File: src/ctu_pkg.sv
// Package of the charge-time edge control block: register map, fields, reset values.
// Assumes an APB master with 32-bit data and word-aligned addresses.
package ctu_pkg;
   localparam logic [11:0] CTU_CTRL_OFS = 12'h000;
   localparam logic [11:0] CTU_STAT_OFS = 12'h004;
   localparam logic [11:0] CTU_IEN_OFS = 12'h008;
   localparam logic [11:0] CTU_ICLR_OFS = 12'h00C;
   localparam int CTU_E1STAT_BIT = 24;
   localparam int CTU_E2STAT_BIT = 25;
   localparam int CTU_E2MOD_BIT = 23;
   localparam int CTU_E2POL_BIT = 22;
   localparam int CTU_E2SEL_LSB = 18;
   localparam int CTU_ON_BIT = 15;
   localparam int CTU_SIDL_BIT = 13;
   localparam int CTU_DGEN_BIT = 12;
   localparam int CTU_EGATE_BIT = 11;
   localparam int CTU_IDIS_BIT = 9;
   localparam logic [31:0] CTU_CTRL_WMASK = 32'h03FCBA00;
   localparam logic [31:0] CTU_CTRL_RST = 32'h00000000;
   localparam logic [1:0] CTU_IRQ_RST = 2'h0;
   localparam logic [3:0] CTU_SEL_C2 = 4'hE;

   typedef struct packed {
      logic [2:0] cmp_out;
      logic [2:0] ic_evt;
      logic ocmp_evt;
      logic tmr1_evt;
      logic [6:0] pins;
   } ctu_src_t;
endpackage

File: src/ctu_edge_ctrl.sv
// Charge-time edge control: control register, edge 2 source qualification, status and IRQ.
// Assumes sources on pclk except pins and comparators, which are synchronised here.
//
// The implementer's own choices: the register offsets and the APB register port.
`timescale 1ns/100ps

module ctu_edge_ctrl import ctu_pkg::*; (
   // Clock and reset
   input wire logic pclk,
   input wire logic presetn,
   // APB slave
   input wire logic psel,
   input wire logic penable,
   input wire logic pwrite,
   input wire logic [11:0] paddr,
   input wire logic [31:0] pwdata,
   output logic [31:0] prdata,
   output logic pready,
   output logic pslverr,
   // Sources and system state
   input wire ctu_src_t src,
   input wire logic idle_mode,
   // Block outputs
   output logic edge_one_out,
   output logic edge_two_out,
   output logic delay_gen_out,
   output logic discharge_out,
   output logic irq
);
   // =====================================================
   // Synchronisers for outside inputs
   logic [9:0] async_s1_q, async_s2_q;
   always_ff @(posedge pclk or negedge presetn) begin
      if (!presetn) begin
         async_s1_q <= 10'h000;
         async_s2_q <= 10'h000;
      end else begin
         async_s1_q <= {src.cmp_out, src.pins};
         async_s2_q <= async_s1_q;
      end
   end
   wire [2:0] cmp_s = async_s2_q[9:7];
   wire [6:0] pin_s = async_s2_q[6:0];

   // =====================================================
   // APB decode
   logic [31:0] ctrl_q;
   logic [1:0] stat_q, ien_q;
   logic [31:0] rdata_q;
   logic rdy_q, err_q;
   wire acc = psel && penable && !rdy_q;
   wire hit_ctrl = paddr == CTU_CTRL_OFS;
   wire hit_stat = paddr == CTU_STAT_OFS;
   wire hit_ien = paddr == CTU_IEN_OFS;
   wire hit_iclr = paddr == CTU_ICLR_OFS;
   wire mapped = hit_ctrl || hit_stat || hit_ien || hit_iclr;
   wire wr_ctrl = acc && pwrite && hit_ctrl;
   wire wr_ien = acc && pwrite && hit_ien;
   wire wr_iclr = acc && pwrite && hit_iclr;
   wire [31:0] rd_mux = hit_ctrl ? ctrl_q :
                        hit_stat ? {30'h0, stat_q} :
                        hit_ien ? {30'h0, ien_q} : 32'h00000000;

   // =====================================================
   // Control fields
   wire on_b = ctrl_q[CTU_ON_BIT];
   wire sidl_b = ctrl_q[CTU_SIDL_BIT];
   wire run = on_b && !(sidl_b && idle_mode);
   wire gate = run && ctrl_q[CTU_EGATE_BIT];
   wire mode_edge = ctrl_q[CTU_E2MOD_BIT];
   wire pol = ctrl_q[CTU_E2POL_BIT];
   wire [3:0] sel = ctrl_q[CTU_E2SEL_LSB +: 4];

   // Source select
   function automatic logic pick(input logic [3:0] s, input logic [2:0] c, input logic [2:0] ic,
                                 input logic [6:0] p, input logic oc, input logic tm,
                                 input logic clk);
      case (s)
         4'hF: pick = c[2];
         4'hE: pick = c[1];
         4'hD: pick = c[0];
         4'hC: pick = clk;
         4'hB: pick = ic[2];
         4'hA: pick = ic[1];
         4'h9: pick = ic[0];
         4'h8: pick = p[6];
         4'h7: pick = p[5];
         4'h6: pick = p[4];
         4'h5: pick = p[3];
         4'h4: pick = p[2];
         4'h3: pick = p[0];
         4'h2: pick = p[1];
         4'h1: pick = oc;
         default: pick = tm;
      endcase
   endfunction

   // Bus clock as a source is a divide-by-two of pclk
   logic busclk_q, e2_prev_q;
   wire e2_raw = pick(sel, cmp_s, src.ic_evt, pin_s, src.ocmp_evt, src.tmr1_evt, busclk_q);
   wire e2_lvl = pol ? e2_raw : !e2_raw;
   wire e2_edge = pol ? (e2_raw && !e2_prev_q) : (!e2_raw && e2_prev_q);
   wire e2_hit = gate && (mode_edge ? e2_edge : e2_lvl);

   // Edge one event: edge pin one rising while running with the edge gate set (it shares the pin net)
   logic p1_prev_q;
   wire e1_hit = gate && pin_s[0] && !p1_prev_q;

   // =====================================================
   // Control register
   wire [31:0] ctrl_w = (pwdata & CTU_CTRL_WMASK) | (ctrl_q & ~CTU_CTRL_WMASK);
   logic [31:0] ctrl_d;
   always_comb begin
      ctrl_d = wr_ctrl ? ctrl_w : ctrl_q;
      if (e1_hit)
         ctrl_d[CTU_E1STAT_BIT] = 1'b1;
      if (e2_hit)
         ctrl_d[CTU_E2STAT_BIT] = 1'b1;
   end

   // Sticky interrupt status, set wins over clear
   wire [1:0] evt = {e2_hit, e1_hit};
   wire [1:0] stat_d = (stat_q & ~(wr_iclr ? pwdata[1:0] : 2'h0)) | evt;

   always_ff @(posedge pclk or negedge presetn) begin
      if (!presetn) begin
         ctrl_q <= CTU_CTRL_RST;
         stat_q <= CTU_IRQ_RST;
         ien_q <= CTU_IRQ_RST;
         rdata_q <= 32'h00000000;
         rdy_q <= 1'b0;
         err_q <= 1'b0;
         busclk_q <= 1'b0;
         e2_prev_q <= 1'b0;
         p1_prev_q <= 1'b0;
         edge_one_out <= 1'b0;
         edge_two_out <= 1'b0;
         delay_gen_out <= 1'b0;
         discharge_out <= 1'b0;
         irq <= 1'b0;
      end else begin
         ctrl_q <= ctrl_d;
         stat_q <= stat_d;
         if (wr_ien)
            ien_q <= pwdata[1:0];
         rdy_q <= acc;
         err_q <= acc && !mapped;
         if (acc && !pwrite)
            rdata_q <= rd_mux;
         busclk_q <= !busclk_q;
         e2_prev_q <= e2_raw;
         p1_prev_q <= pin_s[0];
         edge_one_out <= run && ctrl_q[CTU_E1STAT_BIT];
         edge_two_out <= run && ctrl_q[CTU_E2STAT_BIT];
         delay_gen_out <= run && ctrl_q[CTU_DGEN_BIT];
         discharge_out <= ctrl_q[CTU_IDIS_BIT];
         irq <= |(stat_d & ien_q);
      end
   end

   assign pready = rdy_q;
   assign pslverr = err_q;
   assign prdata = rdata_q;

   // =====================================================
   // Assertions
   property p_unimpl_zero;
      @(posedge pclk) disable iff (!presetn) ctrl_q[17:16] == 2'h0 && !ctrl_q[14];
   endproperty
   a_unimpl_zero: assert property (p_unimpl_zero) else $error("unimplemented bits set");

   property p_blocked;
      @(posedge pclk) disable iff (!presetn)
         (!ctrl_q[CTU_EGATE_BIT] && !wr_ctrl && !ctrl_q[CTU_E2STAT_BIT]) |=>
            !ctrl_q[CTU_E2STAT_BIT];
   endproperty
   a_blocked: assert property (p_blocked) else $error("edge passed while blocked");

   property p_off;
      @(posedge pclk) disable iff (!presetn) !on_b |=> !delay_gen_out && !edge_two_out;
   endproperty
   a_off: assert property (p_off) else $error("output while disabled");

   property p_idle;
      @(posedge pclk) disable iff (!presetn) (sidl_b && idle_mode) |=> !delay_gen_out;
   endproperty
   a_idle: assert property (p_idle) else $error("running in idle");

   property p_dgen;
      @(posedge pclk) disable iff (!presetn)
         (run && ctrl_q[CTU_DGEN_BIT]) |=> delay_gen_out;
   endproperty
   a_dgen: assert property (p_dgen) else $error("delay gen not driven");

   property p_sticky;
      @(posedge pclk) disable iff (!presetn)
         (ctrl_q[CTU_E2STAT_BIT] && !wr_ctrl) |=> ctrl_q[CTU_E2STAT_BIT];
   endproperty
   a_sticky: assert property (p_sticky) else $error("status lost");

   property p_lvl;
      @(posedge pclk) disable iff (!presetn)
         (gate && !mode_edge && e2_lvl) |=> ctrl_q[CTU_E2STAT_BIT];
   endproperty
   a_lvl: assert property (p_lvl) else $error("level not caught");

   property p_edge_pol;
      @(posedge pclk) disable iff (!presetn)
         (gate && mode_edge && pol && e2_raw && !e2_prev_q) |=> ctrl_q[CTU_E2STAT_BIT];
   endproperty
   a_edge_pol: assert property (p_edge_pol) else $error("rising edge missed");

   property p_sel_c2;
      @(posedge pclk) disable iff (!presetn) (sel == CTU_SEL_C2) |-> e2_raw == cmp_s[1];
   endproperty
   a_sel_c2: assert property (p_sel_c2) else $error("wrong source");

   property p_sel_t1;
      @(posedge pclk) disable iff (!presetn) (sel == 4'h0) |-> e2_raw == src.tmr1_evt;
   endproperty
   a_sel_t1: assert property (p_sel_t1) else $error("wrong source");

   property p_e1;
      @(posedge pclk) disable iff (!presetn)
         e1_hit |=> ctrl_q[CTU_E1STAT_BIT] && stat_q[0] && (irq || !$past(ien_q[0]));
   endproperty
   a_e1: assert property (p_e1) else $error("edge one missed");

   property p_dis;
      @(posedge pclk) disable iff (!presetn) discharge_out == $past(ctrl_q[CTU_IDIS_BIT]);
   endproperty
   a_dis: assert property (p_dis) else $error("discharge not from its bit");

   property p_edge_fall;
      @(posedge pclk) disable iff (!presetn)
         (gate && mode_edge && !pol && !e2_raw && e2_prev_q) |=> ctrl_q[CTU_E2STAT_BIT];
   endproperty
   a_edge_fall: assert property (p_edge_fall) else $error("falling edge missed");

   property p_stat_e2;
      @(posedge pclk) disable iff (!presetn)
         e2_hit |=> stat_q[1];
   endproperty
   a_stat_e2: assert property (p_stat_e2) else $error("status two not set");

   property p_iclr;
      @(posedge pclk) disable iff (!presetn)
         (wr_iclr && pwdata[1] && !e2_hit) |=> !stat_q[1];
   endproperty
   a_iclr: assert property (p_iclr) else $error("status two not cleared");

   property p_stat_hold;
      @(posedge pclk) disable iff (!presetn)
         (stat_q[1] && !wr_iclr) |=> stat_q[1];
   endproperty
   a_stat_hold: assert property (p_stat_hold) else $error("status two lost");

   property p_irq_on;
      @(posedge pclk) disable iff (!presetn)
         ((|(stat_q & ien_q)) && !wr_iclr && !wr_ien) |=> irq;
   endproperty
   a_irq_on: assert property (p_irq_on) else $error("interrupt not raised");

   property p_sel_c3;
      @(posedge pclk) disable iff (!presetn)
         (sel == 4'hF) |-> e2_raw == cmp_s[2];
   endproperty
   a_sel_c3: assert property (p_sel_c3) else $error("wrong source");

   property p_sel_bus;
      @(posedge pclk) disable iff (!presetn)
         (sel == 4'hC) |-> e2_raw == busclk_q;
   endproperty
   a_sel_bus: assert property (p_sel_bus) else $error("wrong source");

   property p_sel_p13;
      @(posedge pclk) disable iff (!presetn)
         (sel == 4'h8) |-> e2_raw == pin_s[6];
   endproperty
   a_sel_p13: assert property (p_sel_p13) else $error("wrong source");

   property p_sel_pin1;
      @(posedge pclk) disable iff (!presetn)
         (sel == 4'h3) |-> e2_raw == pin_s[0];
   endproperty
   a_sel_pin1: assert property (p_sel_pin1) else $error("wrong source");

   property p_e1_sw;
      @(posedge pclk) disable iff (!presetn)
         (wr_ctrl && !e1_hit) |=> ctrl_q[CTU_E1STAT_BIT] == $past(pwdata[CTU_E1STAT_BIT]);
   endproperty
   a_e1_sw: assert property (p_e1_sw) else $error("edge one write lost");

   property p_e1_gate;
      @(posedge pclk) disable iff (!presetn)
         (!ctrl_q[CTU_EGATE_BIT] && !wr_ctrl && !ctrl_q[CTU_E1STAT_BIT]) |=>
            !ctrl_q[CTU_E1STAT_BIT];
   endproperty
   a_e1_gate: assert property (p_e1_gate) else $error("edge one passed while blocked");

   property p_halt;
      @(posedge pclk) disable iff (!presetn)
         (sidl_b && idle_mode && !wr_ctrl && !ctrl_q[CTU_E2STAT_BIT]) |=>
            !ctrl_q[CTU_E2STAT_BIT];
   endproperty
   a_halt: assert property (p_halt) else $error("edge caught in idle");

   c_e2: cover property (@(posedge pclk) disable iff (!presetn) e2_hit);
   c_lvl: cover property (@(posedge pclk) disable iff (!presetn) gate && !mode_edge && e2_lvl);
   c_e1: cover property (@(posedge pclk) disable iff (!presetn) e1_hit);
   c_irq: cover property (@(posedge pclk) disable iff (!presetn) $rose(irq));
   c_err: cover property (@(posedge pclk) disable iff (!presetn) err_q);
endmodule

File: config.mk
export PLATFORM = sky130hd
export DESIGN_NAME = ctu_edge_ctrl
export DESIGN_NICKNAME = d
export VERILOG_FILES = /design/src/ctu_pkg.sv /design/src/ctu_edge_ctrl.sv
export SDC_FILE = /design/constraint.sdc
export NUM_CORES = 1
export LEC_CHECK = 0
export BUFFER_PORTS_ARGS = -buffer_cell sky130_fd_sc_hd__buf_4
export CAP_MARGIN = 20
export CELL_PAD_IN_SITES_DETAIL_PLACEMENT = 1
export CELL_PAD_IN_SITES_GLOBAL_PLACEMENT = 1
export CORE_MARGIN = 2
export CORE_UTILIZATION = 36
export CTS_CLUSTER_SIZE = 20
export DETAILED_ROUTE_END_ITERATION = 16
export GPL_ROUTABILITY_DRIVEN = 0
export GPL_TIMING_DRIVEN = 0
export PLACE_DENSITY = 0.75
export SETUP_SLACK_MARGIN = 0.1
export SLEW_MARGIN = 10
export SYNTH_ARGS = -nofsm -noshare
export SYNTH_HDL_FRONTEND = slang
export SYNTH_SLANG_ARGS = --single-unit
File: constraint.sdc
create_clock -name pclk -period 2.3 [get_ports pclk]
set_input_delay 0.23 -clock pclk [delete_from_list [all_inputs] [get_ports pclk]]
set_output_delay 0.23 -clock pclk [all_outputs]
set_load 0.01 [all_outputs]
==> flow_metrics.py, run 1 <==
metrics = {
    "grt": {
        "grt_overflow": 0,
        "gr-usage-all-layers_pct": 16.8,
        "grt_antenna_before_repair": 0,
        "grt_pass1_vias": 1887,
        "grt_start_max_net_pins": 63,
        "grt_pass1_wl_um": 9430,
    },
    "detailed_routing": {
        "ant_nets": 0,
        "dr.first_iter.drc_count": 70,
        "routed_via_density": 4.57,
        "dr.pass1.iters": 4,
        "finalWirelength_um": 5760,
        "via_count": 1852,
        "drc": 0,
        "wl_per_cell_um": 14.2,
    },
    "finish": {
        "num_antenna_cells": 0,
        "syn2layout_area_growth_pct": 41.0,
        "final_nets": 369,
        "design_area_um2": 3550,
        "final_layout_size_suffix_gt1_share_pct": 39.8,
        "nFillCells": 722,
    },
    "sta": {
        "fin_hold_ws_ps": 109,
        "finalCritPeriodShare_pct": 89.2,
        "fin_crit_ps": 2050,
        "tns_ps": 0,
        "fin_skew_ps": 7.37,
        "worst_pin_slew_ps": 757,
        "fmax_ghz": 0.487,
        "setup_viol": 0,
        "slew_violations": 0,
        "finalHoldViolations": 0,
        "rsz0062_at_grt": "false",
        "slew_headroom_pct": 49.5,
    },
    "synth": {
        "synth_cells": 197,
        "ys_seq_area_share_pct": 61.6,
        "synthArstFlopShare_pct": 100,
        "yosysTopAreaCell": "dfrtp_1",
        "synthDistinctLibCells": 45,
        "synth_top_area_share_pct": 61.6,
        "synth_common_cells": "dfrtp_1, buf_4, a22o_1, nand2_1, mux2_2",
        "synth_edf_count": 0,
        "synth-seq-cells": 62,
        "synth_ff_type": "dfrtp_1",
        "synth_warnings": 0,
        "synth.most_common_cell": "dfrtp_1",
        "syn-cell-area_um2": 2520,
        "avgSynthCellArea_um2": 12.8,
        "synthTopCellsByArea": "dfrtp_1, buf_4, mux2_2, a22o_1, nand2_1",
    },
    "placed_design": {
        "port_buffers": 69,
        "dpl-instance-area_um2": 3220,
        "hpwlAfterDp_um": 4160,
    },
    "clock_tree": {
        "cts_tree": "yes",
        "htree_levels": 3,
        "clk_latency_ps": 340,
        "path_clk_slew_ps": 70,
        "ctsRootBufferMaster": "clkbuf_8",
        "cts_inserted_buffers": 9,
        "clock_path_buffers": 2,
        "cts_num_sinks": 62,
    },
    "power": {
        "p_per_area_nw_per_um2": 657,
        "ir_worst_vdd_mv": 0.331,
        "finalPower_w": 0.00233,
        "leakage_nw": 1.79,
    },
    "min_path": {
        "hp-class": "primary input to flop",
        "worstHoldPathCells": 2,
        "hold_start": "pwdata[13]",
    },
    "setup_path": {
        "critical_path_arrival_ps": 2260,
        "crit_path_start": "ctrl_q[18]",
        "end_kind": "flop",
        "cp_slowest_cell": "dfrtp_1",
        "cp.required_ps": 2510,
        "cp_cell_sequence": "buf_6 > mux2_1 > a221oi_1 > nor2_1 > o21ba_1 > o2111ai_1 > o211ai_1",
        "cp-start-kind": "flop",
        "worstReg2RegStart": "ctrl_q[18]",
        "reg2regPathDepth": 7,
        "crit_type": "flop to flop",
        "max_stage_delay_ps": 420,
        "critPathMaxFanout": 10,
    },
    "floorplanning": {
        "rows": 30,
        "ioPinCount": 104,
        "die_y_um": 87.6,
        "initial_utilization_pct": 37.1,
        "die_area_um2": 7680,
        "die_x_um": 87.6,
        "core_area_um2": 6790,
    },
    "job": {
        "cap_viol_max_count": 0,
    },
    "run_status": {
        "run_status": "completed",
    },
}
-- report_power, final --
group	internal, W	total [W]	switching (W)
Sequential	0.00111	0.00112	0.00000722
Clock	0.000613	0.00105	0.000439
Combinational	0.0000904	0.000160	0.0000692
-- cells by family (layout without fill, tap and decap cells) --
kind of cell	Yosys count	after routing	synth area share (%)
AND/OR/NAND/NOR	48	48	11.1
other	1	17	0.149
AO/OA/AOI/OAI	38	38	11.6
flip-flops	62	62	61.6
multiplexers	17	17	7.46
buffers and inverters	31	127	8.05
-- placed cells by master (no fill, tap or decap), drive strengths merged, types with 2 or more instances in the layout --
cell         netlist  layout
mux2              14      14
or4                2       2
buf               23      92
and2               4       4
inv                6       6
o211ai             4       4
mux2i              3       3
conb               1      17
nand2b             2       2
o31ai              2       2
nor2               8       8
dfrtp             62      62
dlygate4sd3        0      11
nand3b             6       6
bufinv             0       2
a22o              13      13
nand2             13      13
nor4               3       3
clkinv             0       4
a22oi              2       2
clkbuf             2      11
a21oi              6       6
o21ai              2       2
-- worst paths after layout --
kind	end	slack, ps
worst max-delay path	irq	250
worst min-delay path	ctrl_q[13]	110
worst min register to register	async_s2_q[1]	340
min in group asynchronous	delay_gen_out	510
max in group asynchronous	async_s1_q[8]	1300
worst max register to register	irq	250
-- flip-flops by register name, indices dropped and copies added (netlist names), 2 cells and up --
name and flops:
ien_q 2, async_s2_q 10, prdata 15, async_s1_q 10, stat_q 2, ctrl_q 13
-- final cells by class --
cell class | instances | area (um^2) | share of cell area (%)
Multi-Input combinational cell | 120 | 823 | 23.2
Clock buffer | 9 | 124 | 3.49
Inverter | 6 | 22.5 | 0.635
Sequential cell | 62 | 1550 | 43.7
Buffer | 25 | 180 | 5.08
Tap cell | 96 | 120 | 3.39
Timing Repair Buffer | 80 | 628 | 17.7
Clock inverter | 7 | 98.8 | 2.79
-- layer usage --
| metal | global-route usage, % | share of wire, % | up-vias | wire (um) |
|---|---|---|---|---|
| met2 | 27.8 | 53 | 48 | 3060 |
| met1 | 20.5 | 41 | 917 | 2380 |
| met5 | 0 | 0 | - | 0 |
| met3 | 5.00 | 4.0 | 7 | 230 |
| met4 | 7.13 | 1.5 | 0 | 85 |
| li1 | - | - | 880 | - |
-- critical path, delay by kind of cell (launching register included) --
kind                   cells  cell delay [ps]
buffers and inverters      1              160
muxes                      1              330
DFF                        1              420
AOI/OAI and AO/OA          4              890
and+or+nand+nor            1              120
-- through the flow --
stage,utilization [%],std cells,setup WS [ps]
floorplan,-,213,497
global placement,47.3,378,197
detailed placement,47.3,378,139
CTS,52.2,405,251
global route,52.2,405,151
finish,52.2,405,248
-- repair_timing --
action / in CTS / in global routing
resized for setup: 0 / 0
endpoints found under the hold margin: 72 / 0
setup endpoints to repair: 0 / 0
setup buffers: 0 / 0
hold buffers: 11 / 0
(Power assumes the default switching activity.)
==> inputs of run 2 (changes only) <==
ABC_AREA = 1   (was not set)
CORE_UTILIZATION = 35   (was 36)
MAX_ROUTING_LAYER = met4   (was not set)
PLACE_DENSITY = 0.76   (was 0.75)
==> run 2 against run 1 <==
Worst setup slack improved by 480 ps. Cell area increased by 2.3%. Utilization decreased by 1.9 points. Hold slack got worse by 11 ps. Global-route usage increased by 0.50 points. Sequential share of layout area decreased by 0.96 points. Largest cell class unchanged. Synthesized cell count increased by 43%. Total power about the same.
==> flow_metrics.py, run 2 <==
metrics = {
    "clock_tree": {
        "cts_num_sinks": 62,
        "cts_tree": "yes",
        "htree_levels": 3,
        "clk_latency_ps": 330,
        "cts_inserted_buffers": 9,
        "ctsRootBufferMaster": "clkbuf_8",
        "clock_path_buffers": 2,
        "post_cts_resize_count": 0,
        "path_clk_slew_ps": 70,
    },
    "placed_design": {
        "port_buffers": 69,
        "hpwlAfterDp_um": 4780,
        "dpl-instance-area_um2": 3300,
    },
    "setup_path": {
        "cp_cell_sequence": "inv_2 > nand2_2 > nor2_1 > nor2_1 > nand2_1 > nor2_1 > nand2_1 > nand2_1 > nand2_1 > nand3_2 > nand2_2 > nand2_1 > nand2_1",
        "cp-start-kind": "flop",
        "cp_common_cell": "nand2_1",
        "crit_path_start": "ctrl_q[20]",
        "crit_type": "flop to flop",
        "critPathMaxFanout": 7,
        "cp_slowest_cell": "dfrtp_1",
        "end_kind": "flop",
        "cp.required_ps": 2520,
        "critical_path_arrival_ps": 1790,
        "reg2reg_slack_ps": 730,
        "worstReg2RegStart": "ctrl_q[20]",
        "reg2reg_to": "irq",
        "reg2regPathDepth": 13,
        "max_stage_delay_ps": 490,
    },
    "detailed_routing": {
        "finalWirelength_um": 6390,
        "drc": 0,
        "routed_via_density": 4.34,
        "ant_nets": 0,
        "via_count": 2140,
        "wl_per_cell_um": 13.0,
        "dr.pass1.iters": 4,
        "dr.first_iter.drc_count": 73,
    },
    "synth": {
        "synthArstFlopShare_pct": 100,
        "yosysTopAreaCell": "dfrtp_1",
        "syn-cell-area_um2": 2600,
        "synth_cells": 282,
        "synth_warnings": 0,
        "synth_top_area_share_pct": 59.6,
        "synth.most_common_cell": "nand2_1",
        "synth_common_cells": "nand2_1, dfrtp_1, nor2_1",
        "synthDistinctLibCells": 27,
        "synth_edf_count": 0,
        "synth-seq-cells": 62,
        "synth_ff_type": "dfrtp_1",
        "avgSynthCellArea_um2": 9.22,
        "synthTopCellsByArea": "dfrtp_1, nand2_1, buf_4, nand3_1, nor2_1",
        "ys_seq_area_share_pct": 59.6,
    },
    "sta": {
        "tns_ps": 0,
        "finalHoldViolations": 0,
        "slew_headroom_pct": 47.7,
        "fin_skew_ps": 7.85,
        "rsz0062_at_grt": "false",
        "fmax_ghz": 0.636,
        "worst_pin_slew_ps": 785,
        "slew_violations": 0,
        "setup_viol": 0,
        "fin_crit_ps": 1570,
        "finalCritPeriodShare_pct": 68.4,
    },
    "power": {
        "leakage_nw": 1.91,
        "finalPower_w": 0.00233,
        "p_per_area_nw_per_um2": 642,
        "ir_worst_vdd_mv": 0.327,
    },
    "min_path": {
        "worstHoldPathCells": 3,
        "min_delay_worst_endpoint": "ctrl_q[15]",
        "hold_start": "pwdata[15]",
        "hp-class": "primary input to flop",
    },
    "finish": {
        "final_nets": 454,
        "largest_register_ffs": 15,
        "final_layout_size_suffix_gt1_share_pct": 30.2,
        "num_antenna_cells": 0,
        "nFillCells": 886,
        "syn2layout_area_growth_pct": 39.5,
        "mostFrequentLayoutCells": "buf_4, nand2_1, dfrtp_1",
        "design_area_um2": 3630,
        "final_common_cell": "buf_4",
    },
    "grt": {
        "grt_start_max_net_pins": 63,
        "grt_pass1_wl_um": 10800,
        "grt_pass1_vias": 2274,
        "grt_antenna_before_repair": 0,
        "grt_overflow": 0,
        "gr-usage-all-layers_pct": 17.3,
    },
    "floorplanning": {
        "ioPinCount": 104,
        "die_x_um": 90.2,
        "core_area_um2": 7210,
        "die_area_um2": 8140,
        "die_y_um": 90.2,
        "rows": 31,
        "initial_utilization_pct": 36.1,
    },
    "job": {
        "cap_viol_max_count": 0,
    },
    "run_status": {
        "run_status": "completed",
    },
}
run 2: cell count changes in the layout (fill, tap and decap cells not counted), sizes merged, moves of 3 or more:
cell,change
nor2,+16
nand2,+74
a21oi,-5
nand3,+21
mux2i,-3
and2,-4
o21ai,+20
mux2,-14
a22o,-13
inv,+20
nand3b,-5
nor4,-3
run 2: power breakdown:
part / total [W] / internal, W / switching (W)
Combinational: 0.000172 / 0.0000927 / 0.0000793
Sequential: 0.00112 / 0.00111 / 0.00000693
Clock: 0.00104 / 0.000637 / 0.000401
run 2: cells by family (layout without fill, tap and decap cells):
group	Yosys count	count (layout)	share of synthesized area (%)
AOI/OAI and AO/OA	30	30	6.44
and+or+nand+nor	139	139	23.1
other	1	17	0.144
buffers and inverters	50	146	10.6
DFF	62	62	59.6
run 2: cell type report:
type / instances / area [um^2] / area share [%]
Sequential cell: 62 / 1550 / 42.8
Inverter: 26 / 97.6 / 2.69
Buffer: 24 / 179 / 4.93
Clock buffer: 12 / 145 / 4.00
Tap cell: 99 / 124 / 3.41
Multi-Input combinational cell: 186 / 833 / 23.0
Timing Repair Buffer: 80 / 628 / 17.3
Clock inverter: 4 / 70.1 / 1.93
run 2: how the worst max path moves through the flow:
| stage | endpoint | cells past startpoint | slack, ps |
|---|---|---|---|
| 2_1_floorplan | irq | 13 | 980 |
| 3_3_place_gp | ctrl_q[15] | 9 | 760 |
| 3_5_place_dp | ctrl_q[9] | 9 | 690 |
| 4_1_cts | irq | 13 | 710 |
| 5_1_grt | irq | 13 | 470 |
| 6_report | irq | 13 | 730 |
run 2: timing repair:
action | in CTS | in global routing
setup buffers | 0 | 0
hold buffers | 11 | 0
endpoints found under the hold margin | 30 | 0
run 2: worst max-delay path, delay by kind of cell (launching register included):
family,cells,cell delay (ps)
buffers and inverters,1,100
and+or+nand+nor,12,860
DFF,1,490
run 2: through the flow:
stage | utilization (%) | setup WS, ps | hold slack, ps | std cells
2_1_floorplan | - | 977 | -65.6 | 298
3_3_place_gp | 45.8 | 763 | 331 | 466
3_5_place_dp | 45.8 | 693 | 336 | 466
4_1_cts | 50.3 | 709 | 84.2 | 493
5_1_grt | 50.3 | 474 | 106 | 493
6_report | 50.3 | 727 | 97.5 | 493
run 2: per-layer routing:
layer | share of wire, % | vias to the layer above | routed length [um] | track usage [%]
met1 | 45 | 1005 | 2860 | 21.1
li1 | - | 1069 | - | -
met2 | 49 | 54 | 3100 | 27.6
met4 | 2.3 | 0 | 147 | 7.82
met3 | 4.5 | 12 | 285 | 3.86
met5 | 0 | - | 0 | -
==> inputs of run 3 (changes only) <==
clock period = 1.6 ns   (was 2.3 ns; I/O delays follow)
==> run 3 against run 2 <==
Routed wire length grew 1.7%. Hold slack lost 70 ps. First-iteration DRC count shrank 5.5%. Worst setup slack lost 620 ps. Combinational power grew 48%. Critical path depth shrank 1. Total power grew 44%. Die area is the same. Non-clock buffer count grew 3. Final cell count grew 0.61%. Cell area grew 2.1%. Sequential power grew 44%. Critical endpoint unchanged. Largest power group unchanged.
==> flow_metrics.py, run 3 (synthesis gave the netlist of run 2 again) <==
metrics = {
    "finish": {
        "num_antenna_cells": 0,
        "final_common_cell": "buf_4",
        "final_layout_size_suffix_gt1_share_pct": 33.5,
        "mostFrequentLayoutCells": "buf_4, nand2_1, dfrtp_1",
        "multiInputGateArea_um2": 858,
        "design_area_um2": 3700,
        "final_nets": 457,
        "largest_register_ffs": 15,
        "syn2layout_area_growth_pct": 42.4,
        "nFillCells": 877,
        "seq_area_um2": 1550,
    },
    "floorplanning": {
        "initial_utilization_pct": 36.1,
        "die_x_um": 90.2,
        "die_y_um": 90.2,
        "core_area_um2": 7210,
        "rows": 31,
        "die_area_um2": 8140,
        "ioPinCount": 104,
    },
    "grt": {
        "grt_pass1_wl_um": 10800,
        "grt_antenna_before_repair": 0,
        "grt_pass1_vias": 2274,
        "grt_start_max_net_pins": 63,
        "gr-usage-all-layers_pct": 17.3,
        "grt_overflow": 0,
    },
    "clock_tree": {
        "cts_num_sinks": 62,
        "clock_path_buffers": 2,
        "cts_tree": "yes",
        "htree_levels": 3,
        "ctsRootBufferMaster": "clkbuf_8",
        "cts_inserted_buffers": 9,
        "path_clk_slew_ps": 70,
        "clk_latency_ps": 330,
    },
    "setup_path": {
        "crit_type": "flop to flop",
        "critical_path_arrival_ps": 1720,
        "cp-start-kind": "flop",
        "cp.required_ps": 1820,
        "end_kind": "flop",
        "critPathMaxFanout": 7,
    },
    "detailed_routing": {
        "wl_met3_um": 297,
        "dr.pass1.iters": 4,
        "highest_layer": "met4",
        "routed_via_density": 4.37,
        "drc": 0,
        "wl_met1_um": 2870,
        "via_count": 2168,
        "dr.first_iter.drc_count": 69,
        "finalWirelength_um": 6500,
        "wl_met2_um": 3160,
        "wl_per_cell_um": 13.1,
        "ant_nets": 0,
    },
    "placed_design": {
        "dpl-instance-area_um2": 3300,
        "dpl_worst_slack_ps": 47.7,
        "port_buffers": 69,
        "hpwlAfterDp_um": 4780,
    },
    "run_status": {
        "run_status": "completed",
    },
    "sta": {
        "slew_headroom_pct": 48.6,
        "setup_viol": 0,
        "rsz0062_at_grt": "true",
        "tns_ps": 0,
        "fin_crit_ps": 1500,
        "finalCritPeriodShare_pct": 93.5,
        "finalHoldViolations": 0,
        "fin_ws_ps": 104,
        "slew_violations": 0,
        "fin_skew_ps": 8.35,
        "worst_pin_slew_ps": 772,
        "fmax_ghz": 0.668,
    },
    "min_path": {
        "hp-class": "primary input to flop",
    },
    "power": {
        "p_per_area_nw_per_um2": 908,
        "ir_worst_vdd_mv": 0.475,
        "leakage_nw": 1.94,
    },
    "job": {
        "cap_viol_max_count": 0,
    },
}
==> run 3: cell types whose count changed in the layout (fill, tap and decap cells not counted), moves of 2 or more <==
cell / previous run / this run
dfrtp_1: 62 / 60
nor2_2: 1 / 5
buf_6: 2 / 4
inv_2: 5 / 3
nor2_1: 22 / 18
nand2_1: 84 / 80
buf_4: 88 / 90
dfrtp_2: 0 / 2
nand2_2: 3 / 6
==> run 3: what timing repair did <==
item,4_1_cts,5_1_grt
gates resized for setup,5,16
gates cloned,0,0
pin swaps,0,4
buffers inserted,0,3
hold buffers,11,0
endpoints found under the hold margin,72,0
endpoints found under the setup margin,7,20
==> run 3: per-layer routing <==
| metal | GRT usage, % | up-vias |
|---|---|---|
| met5 | - | - |
| li1 | - | 1073 |
| met2 | 27.6 | 59 |
| met4 | 7.82 | 0 |
| met1 | 21.1 | 1022 |
| met3 | 3.86 | 14 |
==> run 3: area by class of cell <==
class / instances / share of cell area, %
sequential: 62 / 42.0
timing repair buffer: 83 / 17.6
multi-input combinational: 186 / 23.2
clock inverter: 4 / 1.89
buffer: 24 / 5.10
inverter: 26 / 3.04
clock buffer: 12 / 3.92
tap: 99 / 3.34
==> run 3: path summary, 6_finish.rpt <==
| kind | slack (ps) | depth (start not counted) | startpoint | end |
|---|---|---|---|---|
| min in group asynchronous | 450 | 2 | presetn | async_s1_q[9] |
| worst min register to register | 350 | 0 | async_s1_q[0] | async_s2_q[0] |
| worst max register to register | 100 | 12 | ctrl_q[20] | irq |
| worst max-delay path | 100 | 12 | ctrl_q[20] | irq |
| worst min-delay path | 30 | 3 | pwdata[15] | ctrl_q[15] |
| max in group asynchronous | 610 | 2 | presetn | ctrl_q[21] |
==> run 3: critical path, stage by stage, from the launching register on <==
cell and delay (ps):
dfrtp_2 470, nand2_1 90, inv_1 60, nand3_1 90, nand3_1 90, nor2_2 110, nand2_2 70, nand2_2 90
nand2_2 60, nand3_2 90, nand2_2 60, nand2_1 60, nand2_1 50
==> run 3: power breakdown <==
| part | total (W) | internal, W | switching, W |
|---|---|---|---|
| Sequential | 0.00161 | 0.00160 | 0.0000103 |
| Combinational | 0.000255 | 0.000137 | 0.000118 |
| Clock | 0.00150 | 0.000916 | 0.000581 |
==> run 3: stage by stage <==
| stage | power, W | hold slack [ps] | instances | util [%] |
|---|---|---|---|---|
| detailed placement | 0.00187 | 270 | 466 | 45.8 |
| global route | 0.00351 | 35.5 | 496 | 51.3 |
| finish | 0.00336 | 27.0 | 496 | 51.3 |
| global placement | 0.00186 | 269 | 466 | 45.8 |
| floorplan | 0.00172 | -136 | 298 | - |
| CTS | 0.00340 | 14.2 | 493 | 50.5 |
